**src/shared/acc_pkg.sv**
```systemverilog
/*
  Constants, register map and types for the converter control block.
  Assumes a 32-bit APB bus and a single 125 MHz core clock.
*/
`default_nettype none
package acc_pkg;
  // Bus widths
  localparam int ADDR_W = 8;
  localparam int DATA_W = 32;
  // Result width and pin count
  localparam int RES_W = 10;
  localparam int NUM_PINS = 4;
  // Register byte offsets
  localparam logic [7:0] OFS_SC1 = 8'h00;
  localparam logic [7:0] OFS_SC2 = 8'h04;
  localparam logic [7:0] OFS_RES_HI = 8'h08;
  localparam logic [7:0] OFS_RES_LO = 8'h0c;
  localparam logic [7:0] OFS_CMP = 8'h10;
  localparam logic [7:0] OFS_CFG = 8'h14;
  localparam logic [7:0] OFS_PIN = 8'h18;
  // Status and control one fields
  localparam int SC1_DONE = 7;
  localparam int SC1_IEN = 6;
  localparam int SC1_CONT = 5;
  // Status and control two fields
  localparam int SC2_ACT = 7;
  localparam int SC2_HWT = 6;
  localparam int SC2_CMPE = 5;
  localparam int SC2_CMPGE = 4;
  // Configuration fields
  localparam int CFG_LPWR = 7;
  localparam int CFG_LSMP = 4;
  localparam int CFG_TEN = 2;
  // Reset values
  localparam logic [4:0] SC1_CH_RST = 5'h1f;
  localparam logic [1:0] CFG_CLK_RST = 2'h0;
  // Channel codes
  localparam logic [4:0] CH_PIN_LAST = 5'h03;
  localparam logic [4:0] CH_RSV_FIRST = 5'h16;
  localparam logic [4:0] CH_RSV_LAST = 5'h19;
  localparam logic [4:0] CH_TEMP = 5'h1a;
  localparam logic [4:0] CH_BANDGAP = 5'h1b;
  localparam logic [4:0] CH_OFF = 5'h1f;
  // Conversion clock sources
  localparam logic [1:0] CLK_BUS = 2'h0;
  localparam logic [1:0] CLK_BUS_DIV2 = 2'h1;
  localparam logic [1:0] CLK_ALT = 2'h2;
  localparam logic [1:0] CLK_LOCAL = 2'h3;
  // Sample lengths in conversion ticks, minus one
  localparam logic [4:0] SAMPLE_SHORT = 5'h03;
  localparam logic [4:0] SAMPLE_LONG = 5'h13;
  // Core cycles a trial code settles before it is judged
  localparam logic [4:0] SETTLE = 5'h02;
  // Engine states
  typedef enum logic [2:0] {
    ENG_IDLE = 3'b001,
    ENG_SAMPLE = 3'b010,
    ENG_CONVERT = 3'b100
  } acc_eng_e;
endpackage : acc_pkg
`default_nettype wire

```
**src/shared/acc_sar_if.sv**
```systemverilog
/*
  Link between the control top and the successive approximation engine.
  Assumes both ends run on the same core clock.
*/
`timescale 1ns/100ps
`default_nettype none
interface acc_sar_if;
  logic start;      // Begin a sample and conversion
  logic abort;      // Drop any conversion now
  logic tick;       // Conversion clock enable
  logic long_sample; // Long sample selected
  logic cmp_above;  // Synchronised comparator result
  logic busy;       // Engine not idle
  logic done;       // One-cycle end of conversion
  logic sample_en;  // Sample switch closed
  logic [9:0] result; // Last finished code
  logic [9:0] dac_code; // Trial code to the DAC
  modport ctrl (output start, abort, tick, long_sample, cmp_above,
                input busy, done, sample_en, result, dac_code);
  modport eng (input start, abort, tick, long_sample, cmp_above,
               output busy, done, sample_en, result, dac_code);
endinterface : acc_sar_if
`default_nettype wire

```
**src/hdl/acc_sar_engine.sv**
```systemverilog
/*
  Successive approximation sequencer: sample, then ten trial bits.
  Assumes ticks and a synchronised comparator from the control top.
*/
`timescale 1ns/100ps
`default_nettype none
module acc_sar_engine (
  input wire logic core_clk,
  input wire logic rst_b,
  acc_sar_if.eng sar
);
  import acc_pkg::*;

  acc_eng_e state_reg, state_next; // Sequencer state
  logic [4:0] cnt_reg, cnt_next;   // Sample or settle count
  logic [3:0] bit_reg, bit_next;   // Bit under trial
  logic [9:0] code_reg, code_next; // Trial code
  logic [9:0] res_reg, res_next;   // Finished result
  logic done_reg, done_next;       // End pulse
  logic smp_reg, smp_next;         // Sample switch

  // Next state of the sequencer
  always_comb begin
    acc_eng_e st;
    logic [9:0] kept;
    st = sar.abort ? ENG_IDLE : state_reg; // Abort wins
    state_next = st;
    cnt_next = cnt_reg;
    bit_next = bit_reg;
    code_next = code_reg;
    res_next = res_reg;
    done_next = 1'b0;
    smp_next = sar.abort ? 1'b0 : smp_reg;
    kept = sar.cmp_above ? code_reg : code_reg ^ (10'h001 << bit_reg);
    case (st)
      ENG_IDLE: begin
        // Wait for a start
        if (sar.start) begin
          state_next = ENG_SAMPLE;
          cnt_next = sar.long_sample ? SAMPLE_LONG : SAMPLE_SHORT;
          smp_next = 1'b1;
        end
      end
      ENG_SAMPLE: begin
        // Hold the input for the sample length
        if (sar.tick) begin
          if (cnt_reg == 5'h00) begin
            state_next = ENG_CONVERT;
            bit_next = 4'h9;
            code_next = 10'h200;
            cnt_next = SETTLE;
            smp_next = 1'b0;
          end else begin
            cnt_next = cnt_reg - 5'h01;
          end
        end
      end
      ENG_CONVERT: begin
        // Judge one bit per tick once settled
        if (cnt_reg != 5'h00) begin
          cnt_next = cnt_reg - 5'h01;
        end else if (sar.tick) begin
          if (bit_reg == 4'h0) begin
            res_next = kept;
            code_next = kept;
            done_next = 1'b1;
            state_next = ENG_IDLE;
          end else begin
            bit_next = bit_reg - 4'h1;
            code_next = kept | (10'h001 << (bit_reg - 4'h1));
            cnt_next = SETTLE;
          end
        end
      end
      default: begin
        state_next = ENG_IDLE;
      end
    endcase
  end

  // Register the sequencer
  always_ff @(posedge core_clk) begin
    if (!rst_b) begin
      state_reg <= ENG_IDLE;
      cnt_reg <= 5'h00;
      bit_reg <= 4'h0;
      code_reg <= 10'h000;
      res_reg <= 10'h000;
      done_reg <= 1'b0;
      smp_reg <= 1'b0;
    end else begin
      state_reg <= state_next;
      cnt_reg <= cnt_next;
      bit_reg <= bit_next;
      code_reg <= code_next;
      res_reg <= res_next;
      done_reg <= done_next;
      smp_reg <= smp_next;
    end
  end

  // Engine outputs
  assign sar.busy = (state_reg != ENG_IDLE);
  assign sar.done = done_reg;
  assign sar.sample_en = smp_reg;
  assign sar.result = res_reg;
  assign sar.dac_code = code_reg;
endmodule : acc_sar_engine
`default_nettype wire

```
**src/hdl/acc_top.sv**
```systemverilog
/*
  Converter control top: APB registers, channel map, clock choice,
  hardware trigger, single and continuous runs, compare and done flag.
  Assumes an APB master on core_clk and analog pins from outside.
*/
`timescale 1ns/100ps
`default_nettype none
module acc_top (
  input wire logic core_clk,
  input wire logic rst_b,
  input wire logic psel,
  input wire logic penable,
  input wire logic pwrite,
  input wire logic [acc_pkg::ADDR_W-1:0] paddr,
  input wire logic [acc_pkg::DATA_W-1:0] pwdata,
  output logic [acc_pkg::DATA_W-1:0] prdata,
  output logic pready,
  output logic pslverr,
  input wire logic cmp_above_pin,
  input wire logic local_async_conv_clock,
  input wire logic hw_conversion_trigger,
  output logic [4:0] channel_select,
  output logic [acc_pkg::NUM_PINS-1:0] pin_route,
  output logic [acc_pkg::NUM_PINS-1:0] pin_enable,
  output logic temp_sensor_sel,
  output logic bandgap_sel,
  output logic sar_power_on,
  output logic sample_en,
  output logic [acc_pkg::RES_W-1:0] dac_code,
  output logic conv_irq
);
  import acc_pkg::*;

  // True when the channel code switches the converter off
  // Shared by the start, abort and power logic
  function automatic logic ch_off(input logic [4:0] ch);
    ch_off = (ch == CH_OFF);
  endfunction : ch_off

  // Start, abort and tick go in; busy, done and code come out
  acc_sar_if sar (); // Link to the engine

  // Synchronisers: comparator, local clock, trigger
  logic [1:0] cmp_s_reg, cmp_s_next;
  logic [2:0] loc_s_reg, loc_s_next; // Two sync stages, one history
  logic [2:0] hwt_s_reg, hwt_s_next; // Two sync stages, one history
  // Conversion clock helpers
  logic div_reg, div_next; // Bus divide by two
  logic lp_reg, lp_next;   // Low power skip
  logic raw_tick;          // Qualified source edge
  // Registers seen by software
  logic [4:0] ch_reg, ch_next;      // Channel select
  logic ien_reg, ien_next;          // Interrupt enable
  logic cont_reg, cont_next;        // Continuous select
  logic done_reg, done_next;        // Conversion done flag
  logic hwt_reg, hwt_next;          // Hardware trigger enable
  logic cmpe_reg, cmpe_next;        // Compare enable
  logic cmpge_reg, cmpge_next;      // Compare greater-or-equal
  logic [9:0] cmpv_reg, cmpv_next;  // Compare value
  logic [7:0] cfg_reg, cfg_next;    // Configuration
  logic [3:0] pen_reg, pen_next;    // Analog pin enables
  logic [9:0] res_reg, res_next;    // Formatted result
  // Bus answer
  logic [31:0] prdata_reg, prdata_next;
  logic pready_reg, pready_next;
  logic pslverr_reg, pslverr_next;
  // Analog side outputs and interrupt
  logic [3:0] route_reg, route_next;
  logic temp_reg, temp_next;
  logic bg_reg, bg_next;
  logic pwr_reg, pwr_next;
  logic irq_reg, irq_next;
  // Decoded bus events and trigger edge
  logic wr_acc, rd_acc, setup, sc1_wr, lo_rd, hw_evt;
  logic [9:0] fmt;   // Result in chosen width
  logic cmp_true;    // Compare outcome

  acc_sar_engine u_engine (
    .core_clk(core_clk),
    .rst_b(rst_b),
    .sar(sar.eng)
  );

  // Synchroniser shift for pins from outside the clock
  // Two flops before any logic reads a pin; the third
  // stage of clock and trigger only keeps edge history
  always_comb begin
    cmp_s_next = {cmp_s_reg[0], cmp_above_pin};
    loc_s_next = {loc_s_reg[1:0], local_async_conv_clock};
    hwt_s_next = {hwt_s_reg[1:0], hw_conversion_trigger};
  end

  always_ff @(posedge core_clk) begin
    if (!rst_b) begin
      cmp_s_reg <= 2'h0;
      loc_s_reg <= 3'h0;
      hwt_s_reg <= 3'h0;
    end else begin
      cmp_s_reg <= cmp_s_next;
      loc_s_reg <= loc_s_next;
      hwt_s_reg <= hwt_s_next;
    end
  end

  // Conversion clock choice and low power slowing
  // The alternate clock is absent, so its code never ticks
  // Low power passes only every second source tick
  always_comb begin
    case (cfg_reg[1:0])
      CLK_BUS: raw_tick = 1'b1;
      CLK_BUS_DIV2: raw_tick = div_reg;
      CLK_ALT: raw_tick = 1'b0;
      CLK_LOCAL: raw_tick = loc_s_reg[1] & ~loc_s_reg[2];
      default: raw_tick = 1'b0;
    endcase
    div_next = ~div_reg;
    lp_next = raw_tick ? ~lp_reg : lp_reg;
  end

  always_ff @(posedge core_clk) begin
    if (!rst_b) begin
      div_reg <= 1'b0;
      lp_reg <= 1'b0;
    end else begin
      div_reg <= div_next;
      lp_reg <= lp_next;
    end
  end

  // Engine inputs
  // The comparator is read only after both sync stages
  assign sar.tick = raw_tick & (~cfg_reg[CFG_LPWR] | lp_reg);
  assign sar.long_sample = cfg_reg[CFG_LSMP];
  assign sar.cmp_above = cmp_s_reg[1];

  // Bus phase decode
  // Zero wait: pready is up in the first access cycle,
  // so a write acts at the edge that ends that cycle
  assign setup = psel & ~penable;
  assign wr_acc = psel & penable & pready_reg & pwrite;
  assign rd_acc = psel & penable & pready_reg & ~pwrite;
  assign sc1_wr = wr_acc & (paddr == OFS_SC1);
  assign lo_rd = rd_acc & (paddr == OFS_RES_LO);
  assign hw_evt = hwt_s_reg[1] & ~hwt_s_reg[2];

  // Result formatting and compare
  // Eight-bit mode drops the two lowest result bits
  always_comb begin
    fmt = cfg_reg[CFG_TEN] ? sar.result : {2'h0, sar.result[9:2]};
    cmp_true = cmpge_reg ? (fmt >= cmpv_reg) : (fmt < cmpv_reg);
  end

  // Register writes and conversion control
  // A control write always aborts; it restarts only in
  // software trigger mode with the converter on.
  // Hardware triggers that come while busy are dropped
  always_comb begin
    ch_next = ch_reg;
    ien_next = ien_reg;
    cont_next = cont_reg;
    hwt_next = hwt_reg;
    cmpe_next = cmpe_reg;
    cmpge_next = cmpge_reg;
    cmpv_next = cmpv_reg;
    cfg_next = cfg_reg;
    pen_next = pen_reg;
    res_next = res_reg;
    sar.start = 1'b0;
    sar.abort = 1'b0;
    // Fields change at the edge that ends the access
    if (wr_acc) begin
      case (paddr)
        OFS_SC1: begin
          ch_next = pwdata[4:0];
          ien_next = pwdata[SC1_IEN];
          cont_next = pwdata[SC1_CONT];
        end
        OFS_SC2: begin
          hwt_next = pwdata[SC2_HWT];
          cmpe_next = pwdata[SC2_CMPE];
          cmpge_next = pwdata[SC2_CMPGE];
        end
        OFS_CMP: cmpv_next = pwdata[9:0];
        OFS_CFG: cfg_next = pwdata[7:0];
        OFS_PIN: pen_next = pwdata[3:0];
        default: ;
      endcase
    end
    if (sc1_wr) begin
      // Abort and restart in software trigger mode
      sar.abort = 1'b1;
      sar.start = ~ch_off(pwdata[4:0]) & ~hwt_reg;
    end else if (ch_off(ch_reg)) begin
      sar.abort = 1'b1;
    end else if (hwt_reg & hw_evt & ~sar.busy) begin
      sar.start = 1'b1;
    end else if (sar.done & cont_reg) begin
      sar.start = 1'b1;
    end
    // Result kept only when the flag would be set
    if (sar.done & (~cmpe_reg | cmp_true)) begin
      res_next = fmt;
    end
  end

  // Done flag: a new set beats a clear in the same cycle
  // The interrupt follows the flag and the enable together
  always_comb begin
    done_next = (sar.done & (~cmpe_reg | cmp_true))
              | (done_reg & ~(sc1_wr | lo_rd));
    irq_next = done_next & ien_next;
  end

  // Read data and answer, captured in the setup cycle
  // Taking the word in setup keeps it stable through access
  always_comb begin
    prdata_next = 32'h0000_0000;
    pslverr_next = 1'b0;
    pready_next = setup;
    // Unmapped places answer with an error and read zero
    if (setup & ~pwrite) begin
      case (paddr)
        OFS_SC1: prdata_next[7:0] = {done_reg, ien_reg, cont_reg, ch_reg};
        OFS_SC2: prdata_next[7:0] = {sar.busy, hwt_reg, cmpe_reg,
                                     cmpge_reg, 4'h0};
        OFS_RES_HI: prdata_next[1:0] = res_reg[9:8];
        OFS_RES_LO: prdata_next[7:0] = res_reg[7:0];
        OFS_CMP: prdata_next[9:0] = cmpv_reg;
        OFS_CFG: prdata_next[7:0] = cfg_reg;
        OFS_PIN: prdata_next[3:0] = pen_reg;
        default: pslverr_next = 1'b1; // Unmapped read
      endcase
    end else if (setup) begin
      case (paddr)
        OFS_SC1, OFS_SC2, OFS_RES_HI, OFS_RES_LO,
        OFS_CMP, OFS_CFG, OFS_PIN: pslverr_next = 1'b0;
        default: pslverr_next = 1'b1; // Unmapped write
      endcase
    end
  end

  // Analog multiplexer controls
  // One route bit per implemented pin
  genvar gi;
  generate
    for (gi = 0; gi < NUM_PINS; gi++) begin : g_route
      // Pin routed only when selected and enabled
      assign route_next[gi] = (ch_next == 5'(gi)) & pen_next[gi];
    end
  endgenerate

  // Selects follow the channel as it is written; power
  // stays up from a start until the engine is idle
  always_comb begin
    temp_next = (ch_next == CH_TEMP);
    bg_next = (ch_next == CH_BANDGAP);
    pwr_next = ~ch_off(ch_next) & (sar.start | sar.busy);
  end

  // Register everything software and the analog side see, except the sample switch and trial code
  // The channel resets to the off code, converter unpowered
  always_ff @(posedge core_clk) begin
    if (!rst_b) begin
      ch_reg <= SC1_CH_RST;
      ien_reg <= 1'b0;
      cont_reg <= 1'b0;
      done_reg <= 1'b0;
      hwt_reg <= 1'b0;
      cmpe_reg <= 1'b0;
      cmpge_reg <= 1'b0;
      cmpv_reg <= 10'h000;
      cfg_reg <= {6'h00, CFG_CLK_RST};
      pen_reg <= 4'h0;
      res_reg <= 10'h000;
      prdata_reg <= 32'h0000_0000;
      pready_reg <= 1'b0;
      pslverr_reg <= 1'b0;
      route_reg <= 4'h0;
      temp_reg <= 1'b0;
      bg_reg <= 1'b0;
      pwr_reg <= 1'b0;
      irq_reg <= 1'b0;
    end else begin
      ch_reg <= ch_next;
      ien_reg <= ien_next;
      cont_reg <= cont_next;
      done_reg <= done_next;
      hwt_reg <= hwt_next;
      cmpe_reg <= cmpe_next;
      cmpge_reg <= cmpge_next;
      cmpv_reg <= cmpv_next;
      cfg_reg <= cfg_next;
      pen_reg <= pen_next;
      res_reg <= res_next;
      prdata_reg <= prdata_next;
      pready_reg <= pready_next;
      pslverr_reg <= pslverr_next;
      route_reg <= route_next;
      temp_reg <= temp_next;
      bg_reg <= bg_next;
      pwr_reg <= pwr_next;
      irq_reg <= irq_next;
    end
  end

  // Outputs straight from flops
  // Sample switch and trial code come from engine flops
  assign prdata = prdata_reg;
  assign pready = pready_reg;
  assign pslverr = pslverr_reg;
  assign channel_select = ch_reg;
  assign pin_route = route_reg;
  assign pin_enable = pen_reg;
  assign temp_sensor_sel = temp_reg;
  assign bandgap_sel = bg_reg;
  assign sar_power_on = pwr_reg;
  assign sample_en = sar.sample_en;
  assign dac_code = sar.dac_code;
  assign conv_irq = irq_reg;
endmodule : acc_top
`default_nettype wire

```
**config.mk**
```make
export PLATFORM = sky130hd
export DESIGN_NAME = acc_top
export DESIGN_NICKNAME = d
export VERILOG_FILES = /design/src/shared/acc_pkg.sv /design/src/shared/acc_sar_if.sv /design/src/hdl/acc_sar_engine.sv /design/src/hdl/acc_top.sv
export SDC_FILE = /design/constraint.sdc
export NUM_CORES = 1
export LEC_CHECK = 0
export BUFFER_PORTS_ARGS = -buffer_cell sky130_fd_sc_hd__buf_2
export CAP_MARGIN = 20
export CORE_MARGIN = 1.5
export CORE_UTILIZATION = 60
export CTS_CLUSTER_SIZE = 20
export DETAILED_ROUTE_END_ITERATION = 10
export GPL_TIMING_DRIVEN = 0
export HOLD_SLACK_MARGIN = 0.1
export PLACE_DENSITY = 0.84
export SLEW_MARGIN = 20
export SYNTH_ARGS = -nofsm -noshare
export SYNTH_HDL_FRONTEND = slang
export SYNTH_SLANG_ARGS = --single-unit
```
**constraint.sdc**
```tcl
create_clock -name core_clk -period 5.7 [get_ports core_clk]
set_input_delay 1.425 -clock core_clk [delete_from_list [all_inputs] [get_ports core_clk]]
set_output_delay 1.425 -clock core_clk [all_outputs]
set_load 0.1 [all_outputs]
```
==> impl_metrics.toml, run 1 <==
[cts]
htree_levels = 3
ctsResizeCount = 0
clk_pin_slew_worst_paths_ns = 0.10
clockBufferDepth = 2
clock_latency_ns = 0.37
cts_buffers = 9
clock_sinks = 107
ctsHoldBuffers = 0
post-cts-setup-buffers = 0
cts_tree = "done"
cts_root_buffer = "clkbuf_8"

[sta]
finalCritPeriodShare_pct = 62.5
fin_crit_ns = 3.56
hold_slack_ns = 0.425
worstMarginPinSlew_ns = 0.969
setup_slack_ns = 2.14
fmax_ghz = 0.281
tns_ns = 0
grt_setup_unrepaired = "no"
setup_viol_count_final = 0
max_slew_margin_pct = 35.2
drv_slew = 0
finalHoldViolCount = 0
finalClockSkew_ns = 0.00942

[pwr]
p_per_area_nw_per_um2 = 219
ir_drop_uv = 158
cellLeakagePower_nw = 2.50

[hold_path]
hold_class = "reg2reg"

[routing]
drc = 0
vias = 5113
postRouteAntennaNets = 0
initialDrtViolationCount = 346
wl_per_cell_um = 16.6
dr.pass1.iters = 5
routed_wirelength_um = 14300
drt-vias-per-instance = 5.93

[layout]
multi_input_area_sq_um = 3010
antennaDiodeCount = 0
layout-drive-gt1-share_pct = 18.0
nets = 816
nFillCells = 695
area_growth_pct = 13.2
regArea_sq_um = 2140

[synthesis]
mappedNetlistArea_sq_um = 5460
synth.avg_cell_area_sq_um = 8.33
ys_seq_area_share_pct = 39.2
yosysUniqueCellTypes = 64
yosysWarnings = 0
synth-async-reset-ratio_pct = 0
synth_cells = 655
synth_edf_count = 0
synth_seq_cells = 107
synth_ff_type = "dfxtp_1"

[die]
fp.dieW_um = 98.4
core-area_sq_um = 8760
initial_core_util_pct = 62.3
die-area_sq_um = 9680
die_h_um = 98.4
io_pins = 110
rows = 34

[global_routing]
gr-usage-all-layers_pct = 29.7
grt-ovfl-total = 0
grt_pass1_vias = 4651
grt_pass1_wl_um = 23100
grt_max_degree = 18
antenna_found_initial = 0

[worst_setup_path]
critPathKind = "reg2reg"
critPathSlowestCell = "a311oi_2"
critical_path_arrival_ns = 3.86
crit_fanout = 10
critPathMaxStageDelay_ns = 0.74
startpoint_type = "flop"
endpoint_kind = "flop"
cp_cell_sequence = "buf_1 -> mux2_2 -> ha_1 -> nand4_1 -> o311ai_0 -> a2111oi_0 -> a311oi_2 -> clkbuf_1 -> nand3_1 -> o21ai_0"
required_ns = 6.00

[status]
status = "completed"

[job]
maxCapViolCount = 0

[placed_design]
post-dp-hpwl_um = 10800
place_congestion = 0.968
place_ws_ns = 2.07
numPortBuffers = 64
[routing by layer]
layer,up-vias,wire [um],global-route usage [%],share of wire [%]
li1,2446,-,-,-
met1,2353,5920,37.5,41
met2,267,6700,50.4,47
met3,47,1190,5.30,8.3
met4,0,469,11.6,3.3
met5,-,0,0,0
[stage by stage]
step	std cells	utilization (%)	instance area, sq um	total power [W]
floorplan	676	-	5540	0.000878
global placement	848	68.4	5990	0.000904
detailed placement	848	68.4	5990	0.000906
CTS	862	70.5	6180	0.00135
global route	862	70.5	6180	0.00139
finish	862	70.5	6180	0.00135
[layout make-up]
type | instances | area share [%]
plain buffers | 53 | 4.88
clock buffers | 9 | 2.00
clock inverters | 5 | 1.01
inverters | 21 | 1.28
multi-input cells | 495 | 48.8
flip-flops and latches | 107 | 34.7
well taps | 108 | 2.19
repair buffers | 64 | 5.18
[synthesized netlist by cell type (4+ instances only)]
master	n	area, sq um
and3_1	10	62.6
nand3_1	21	105
xor2_1	8	70.1
a22oi_1	8	60.1
clkbuf_1	24	90.1
xnor2_1	8	70.1
nor2b_1	4	25.0
nor2_1	56	210
nand2_1	101	379
a211oi_2	7	87.6
a211oi_1	6	45.0
o21ai_0	27	135
nand4_1	7	43.8
a21oi_1	48	240
o21ai_1	6	30.0
dfxtp_1	107	2140
and2_1	12	75.1
mux2_2	13	146
mux2i_1	20	200
inv_1	21	78.8
ha_1	17	213
o211ai_1	5	37.5
nor3_1	12	60.1
nand3b_1	6	45.0
nor3b_1	11	82.6
buf_4	25	188
or3_1	7	43.8
[placed cells by master, fill, tap and decap left out, types with 4 or more instances in the layout]
master,count
a211oi_1,6
a211oi_2,7
a21oi_1,48
a22oi_1,8
and2_1,12
and3_1,10
buf_2,65
buf_4,25
clkbuf_1,24
clkbuf_8,9
conb_1,22
dfxtp_1,107
ha_1,17
inv_1,21
mux2_2,13
mux2i_1,20
nand2_1,101
nand3_1,21
nand3b_1,6
nand4_1,7
nor2_1,56
nor2b_1,4
nor3_1,12
nor3b_1,11
o211ai_1,5
o21ai_0,27
o21ai_1,6
or3_1,7
xnor2_1,8
xor2_1,8
[critical path: cells and delay by family (launching register included)]
kind,cells,cell delay (ns)
AO/OA/AOI/OAI,4,1.35
adder cells (fa/ha/maj),1,0.32
AND/OR/NAND/NOR,2,0.23
multiplexers,1,0.44
buffers and inverters,2,0.79
flip-flops,1,0.37
[where the power goes]
part / leakage (nW) / switching, W / internal [W]
Sequential: 0.864 / 0.00000203 / 0.000751
Clock: 0.0882 / 0.000260 / 0.000202
Combinational: 1.54 / 0.000109 / 0.0000286
[worst paths after layout]
path,startpoint,end,slack [ns],cells past startpoint
hold reg to reg,div_reg$_SDFF_PN0_,div_reg$_SDFF_PN0_,0.43,1
setup / recovery,cfg_reg[2]$_SDFFE_PN0P_,res_reg[7]$_SDFFE_PN0P_,2.14,10
hold / removal,div_reg$_SDFF_PN0_,div_reg$_SDFF_PN0_,0.43,1
setup reg to reg,cfg_reg[2]$_SDFFE_PN0P_,res_reg[7]$_SDFFE_PN0P_,2.14,10
[logic make-up (layout without fill, tap and decap cells)]
logic type / Yosys count / in the layout / synth area share (%)
simple gates: 269 / 269 / 24.1
flops: 107 / 107 / 39.2
compound gates: 138 / 138 / 16.8
mux: 33 / 33 / 6.35
fa+ha+maj: 17 / 17 / 3.90
buf+inv: 74 / 152 / 6.97
xor+xnor: 16 / 16 / 2.57
other cells: 1 / 22 / 0.0687
Power figures use the tool's default switching activity.
==> run 2, diff against run 1 <==
--- a/config.mk
+++ b/config.mk
@@ -8,12 +8,12 @@
 export BUFFER_PORTS_ARGS = -buffer_cell sky130_fd_sc_hd__buf_2
 export CAP_MARGIN = 20
 export CORE_MARGIN = 1.5
-export CORE_UTILIZATION = 60
+export CORE_UTILIZATION = 50
 export CTS_CLUSTER_SIZE = 20
 export DETAILED_ROUTE_END_ITERATION = 10
 export GPL_TIMING_DRIVEN = 0
 export HOLD_SLACK_MARGIN = 0.1
-export PLACE_DENSITY = 0.84
+export PLACE_DENSITY = 0.75
 export SLEW_MARGIN = 20
 export SYNTH_ARGS = -nofsm -noshare
 export SYNTH_HDL_FRONTEND = slang
==> constraint.sdc (replaced) <==
create_clock -name core_clk -period 3.1 [get_ports core_clk]
set_input_delay 0.775 -clock core_clk [delete_from_list [all_inputs] [get_ports core_clk]]
set_output_delay 0.775 -clock core_clk [all_outputs]
set_load 0.1 [all_outputs]
==> run 2 against run 1 <==
Cell count is 3.9% higher. Hold slack worse by 0.0015 ns. Power is 86% higher. Global-route usage is 3.5 points lower. Clock-buffer cell count is 2 higher. Utilization is 11 points lower. Sequential power is 83% higher. Flip-flop and latch count stayed put. Sequential share of layout area is 0.53 points lower. Via count is 1.9% lower. Register-to-register slack worse by 2.0 ns.
==> impl_metrics.toml, run 2 (synthesis results as in run 1) <==
[pwr]
ir_drop_uv = 261
cellLeakagePower_nw = 2.53
p_per_area_nw_per_um2 = 402
power_w = 0.00252

[layout]
final_cell_mix = "dfxtp_1, nand2_1, buf_2"
layout_commonest_cell = "dfxtp_1"
area_growth_pct = 14.9
layout-drive-gt1-share_pct = 18.8
postLayoutCellArea_sq_um = 6270
nets = 819

[routing]
top_layer = "met4"
dr.pass1.iters = 5
drt-vias-per-instance = 5.60
initialDrtViolationCount = 283
dr_wl_met3_um = 1090
wl_met1_um = 6430
drc = 0
met2_length_um = 6820
wl_per_cell_um = 16.5
vias = 5016
routed_wirelength_um = 14800
postRouteAntennaNets = 0

[global_routing]
grt_pass1_wl_um = 23400
grt-ovfl-total = 0
grt_max_degree = 18
gr-usage-all-layers_pct = 26.2
antenna_found_initial = 0
grt_pass1_vias = 4681

[cts]
clock_latency_ns = 0.37
cts_buffers = 9
clock_sinks = 107
clockBufferDepth = 2
clk_pin_slew_worst_paths_ns = 0.10
cts_tree = "done"
cts_root_buffer = "clkbuf_8"
htree_levels = 3

[die]
die-area_sq_um = 11600
rows = 37
fp.dieW_um = 107
die_h_um = 107
io_pins = 110
core-area_sq_um = 10500
initial_core_util_pct = 52.2

[hold_path]
hold_class = "reg2reg"
hp-start = "div_reg$_SDFF_PN0_"

[sta]
max_slew_margin_pct = 34.6
worstMarginPinSlew_ns = 0.973
finalCritPeriodShare_pct = 96.8
finalHoldViolCount = 0
grt_setup_unrepaired = "no"
setup_viol_count_final = 0
fmax_ghz = 0.333
hold_slack_ns = 0.424
setup_slack_ns = 0.101
finalClockSkew_ns = 0.0156
fin_crit_ns = 3.00
drv_slew = 0

[worst_setup_path]
critical_path_arrival_ns = 3.23
cp-startpoint = "cfg_reg[2]$_SDFFE_PN0P_"
required_ns = 3.33
critPathKind = "reg2reg"
endpoint_kind = "flop"
startpoint_type = "flop"
regToRegStartpoint = "cfg_reg[2]$_SDFFE_PN0P_"
crit_fanout = 10

[status]
status = "completed"

[job]
maxCapViolCount = 0

[placed_design]
post-dp-hpwl_um = 11200
place_ws_ns = -0.481
numPortBuffers = 64
place_congestion = 0.911
dpl_cell_area_sq_um = 6030
## run 2: final cells by class
class,count,area [sq um]
well taps,136,170
multi-input cells,495,3030
flip-flops and latches,107,2140
inverters,21,78.8
clock inverters,5,60.1
repair buffers,67,343
clock buffers,11,141
plain buffers,53,304
fillers,972,4190
diodes,1,2.50
## run 2: power breakdown
part	switching, W	internal [W]	total (W)	leakage [nW]
Clock	0.000484	0.000399	0.000884	0.0999
Sequential	0.00000324	0.00138	0.00138	0.864
Combinational	0.000201	0.0000525	0.000253	1.57
Total	0.000688	0.00183	0.00252	2.53
## run 2: final timing paths
path                              end  slack [ns]  cells past startpoint
setup / recovery  conv_irq$_SDFF_PN0_        0.10                     10
hold / removal     div_reg$_SDFF_PN0_        0.42                      1
setup reg to reg  conv_irq$_SDFF_PN0_        0.10                     10
hold reg to reg    div_reg$_SDFF_PN0_        0.42                      1
## run 2: what timing repair did
action	in CTS	in global routing
buffers inserted	3	0
pin swaps	1	0
gates resized for setup	2	4
setup endpoints to repair	12	22
gates cloned	0	0
hold buffers	0	0
## run 2: per-stage QoR
stage / TNS [ns] / utilization [%] / std cells
final: 0 / 60.0 / 896
after global routing: 0 / 59.9 / 895
after CTS: 0 / 59.9 / 895
after detailed placement: -4.42 / 57.6 / 876
after global placement: -3.18 / 57.6 / 876
after floorplan: 0 / - / 676
## run 2: critical path, cell delays in order (launching register included)
cell	delay (ns)
dfxtp_1	0.38
buf_2	0.26
mux2_2	0.40
ha_1	0.31
a21oi_1	0.14
o21ai_0	0.14
a2111oi_1	0.63
a311oi_4	0.12
buf_4	0.17
a21oi_1	0.19
nor3_1	0.10
## run 2: metal layers
metal	vias up	GRT usage, %
met2	209	43.1
met4	0	11.7
li1	2448	-
met3	33	4.72
met1	2326	33.4
met5	-	0
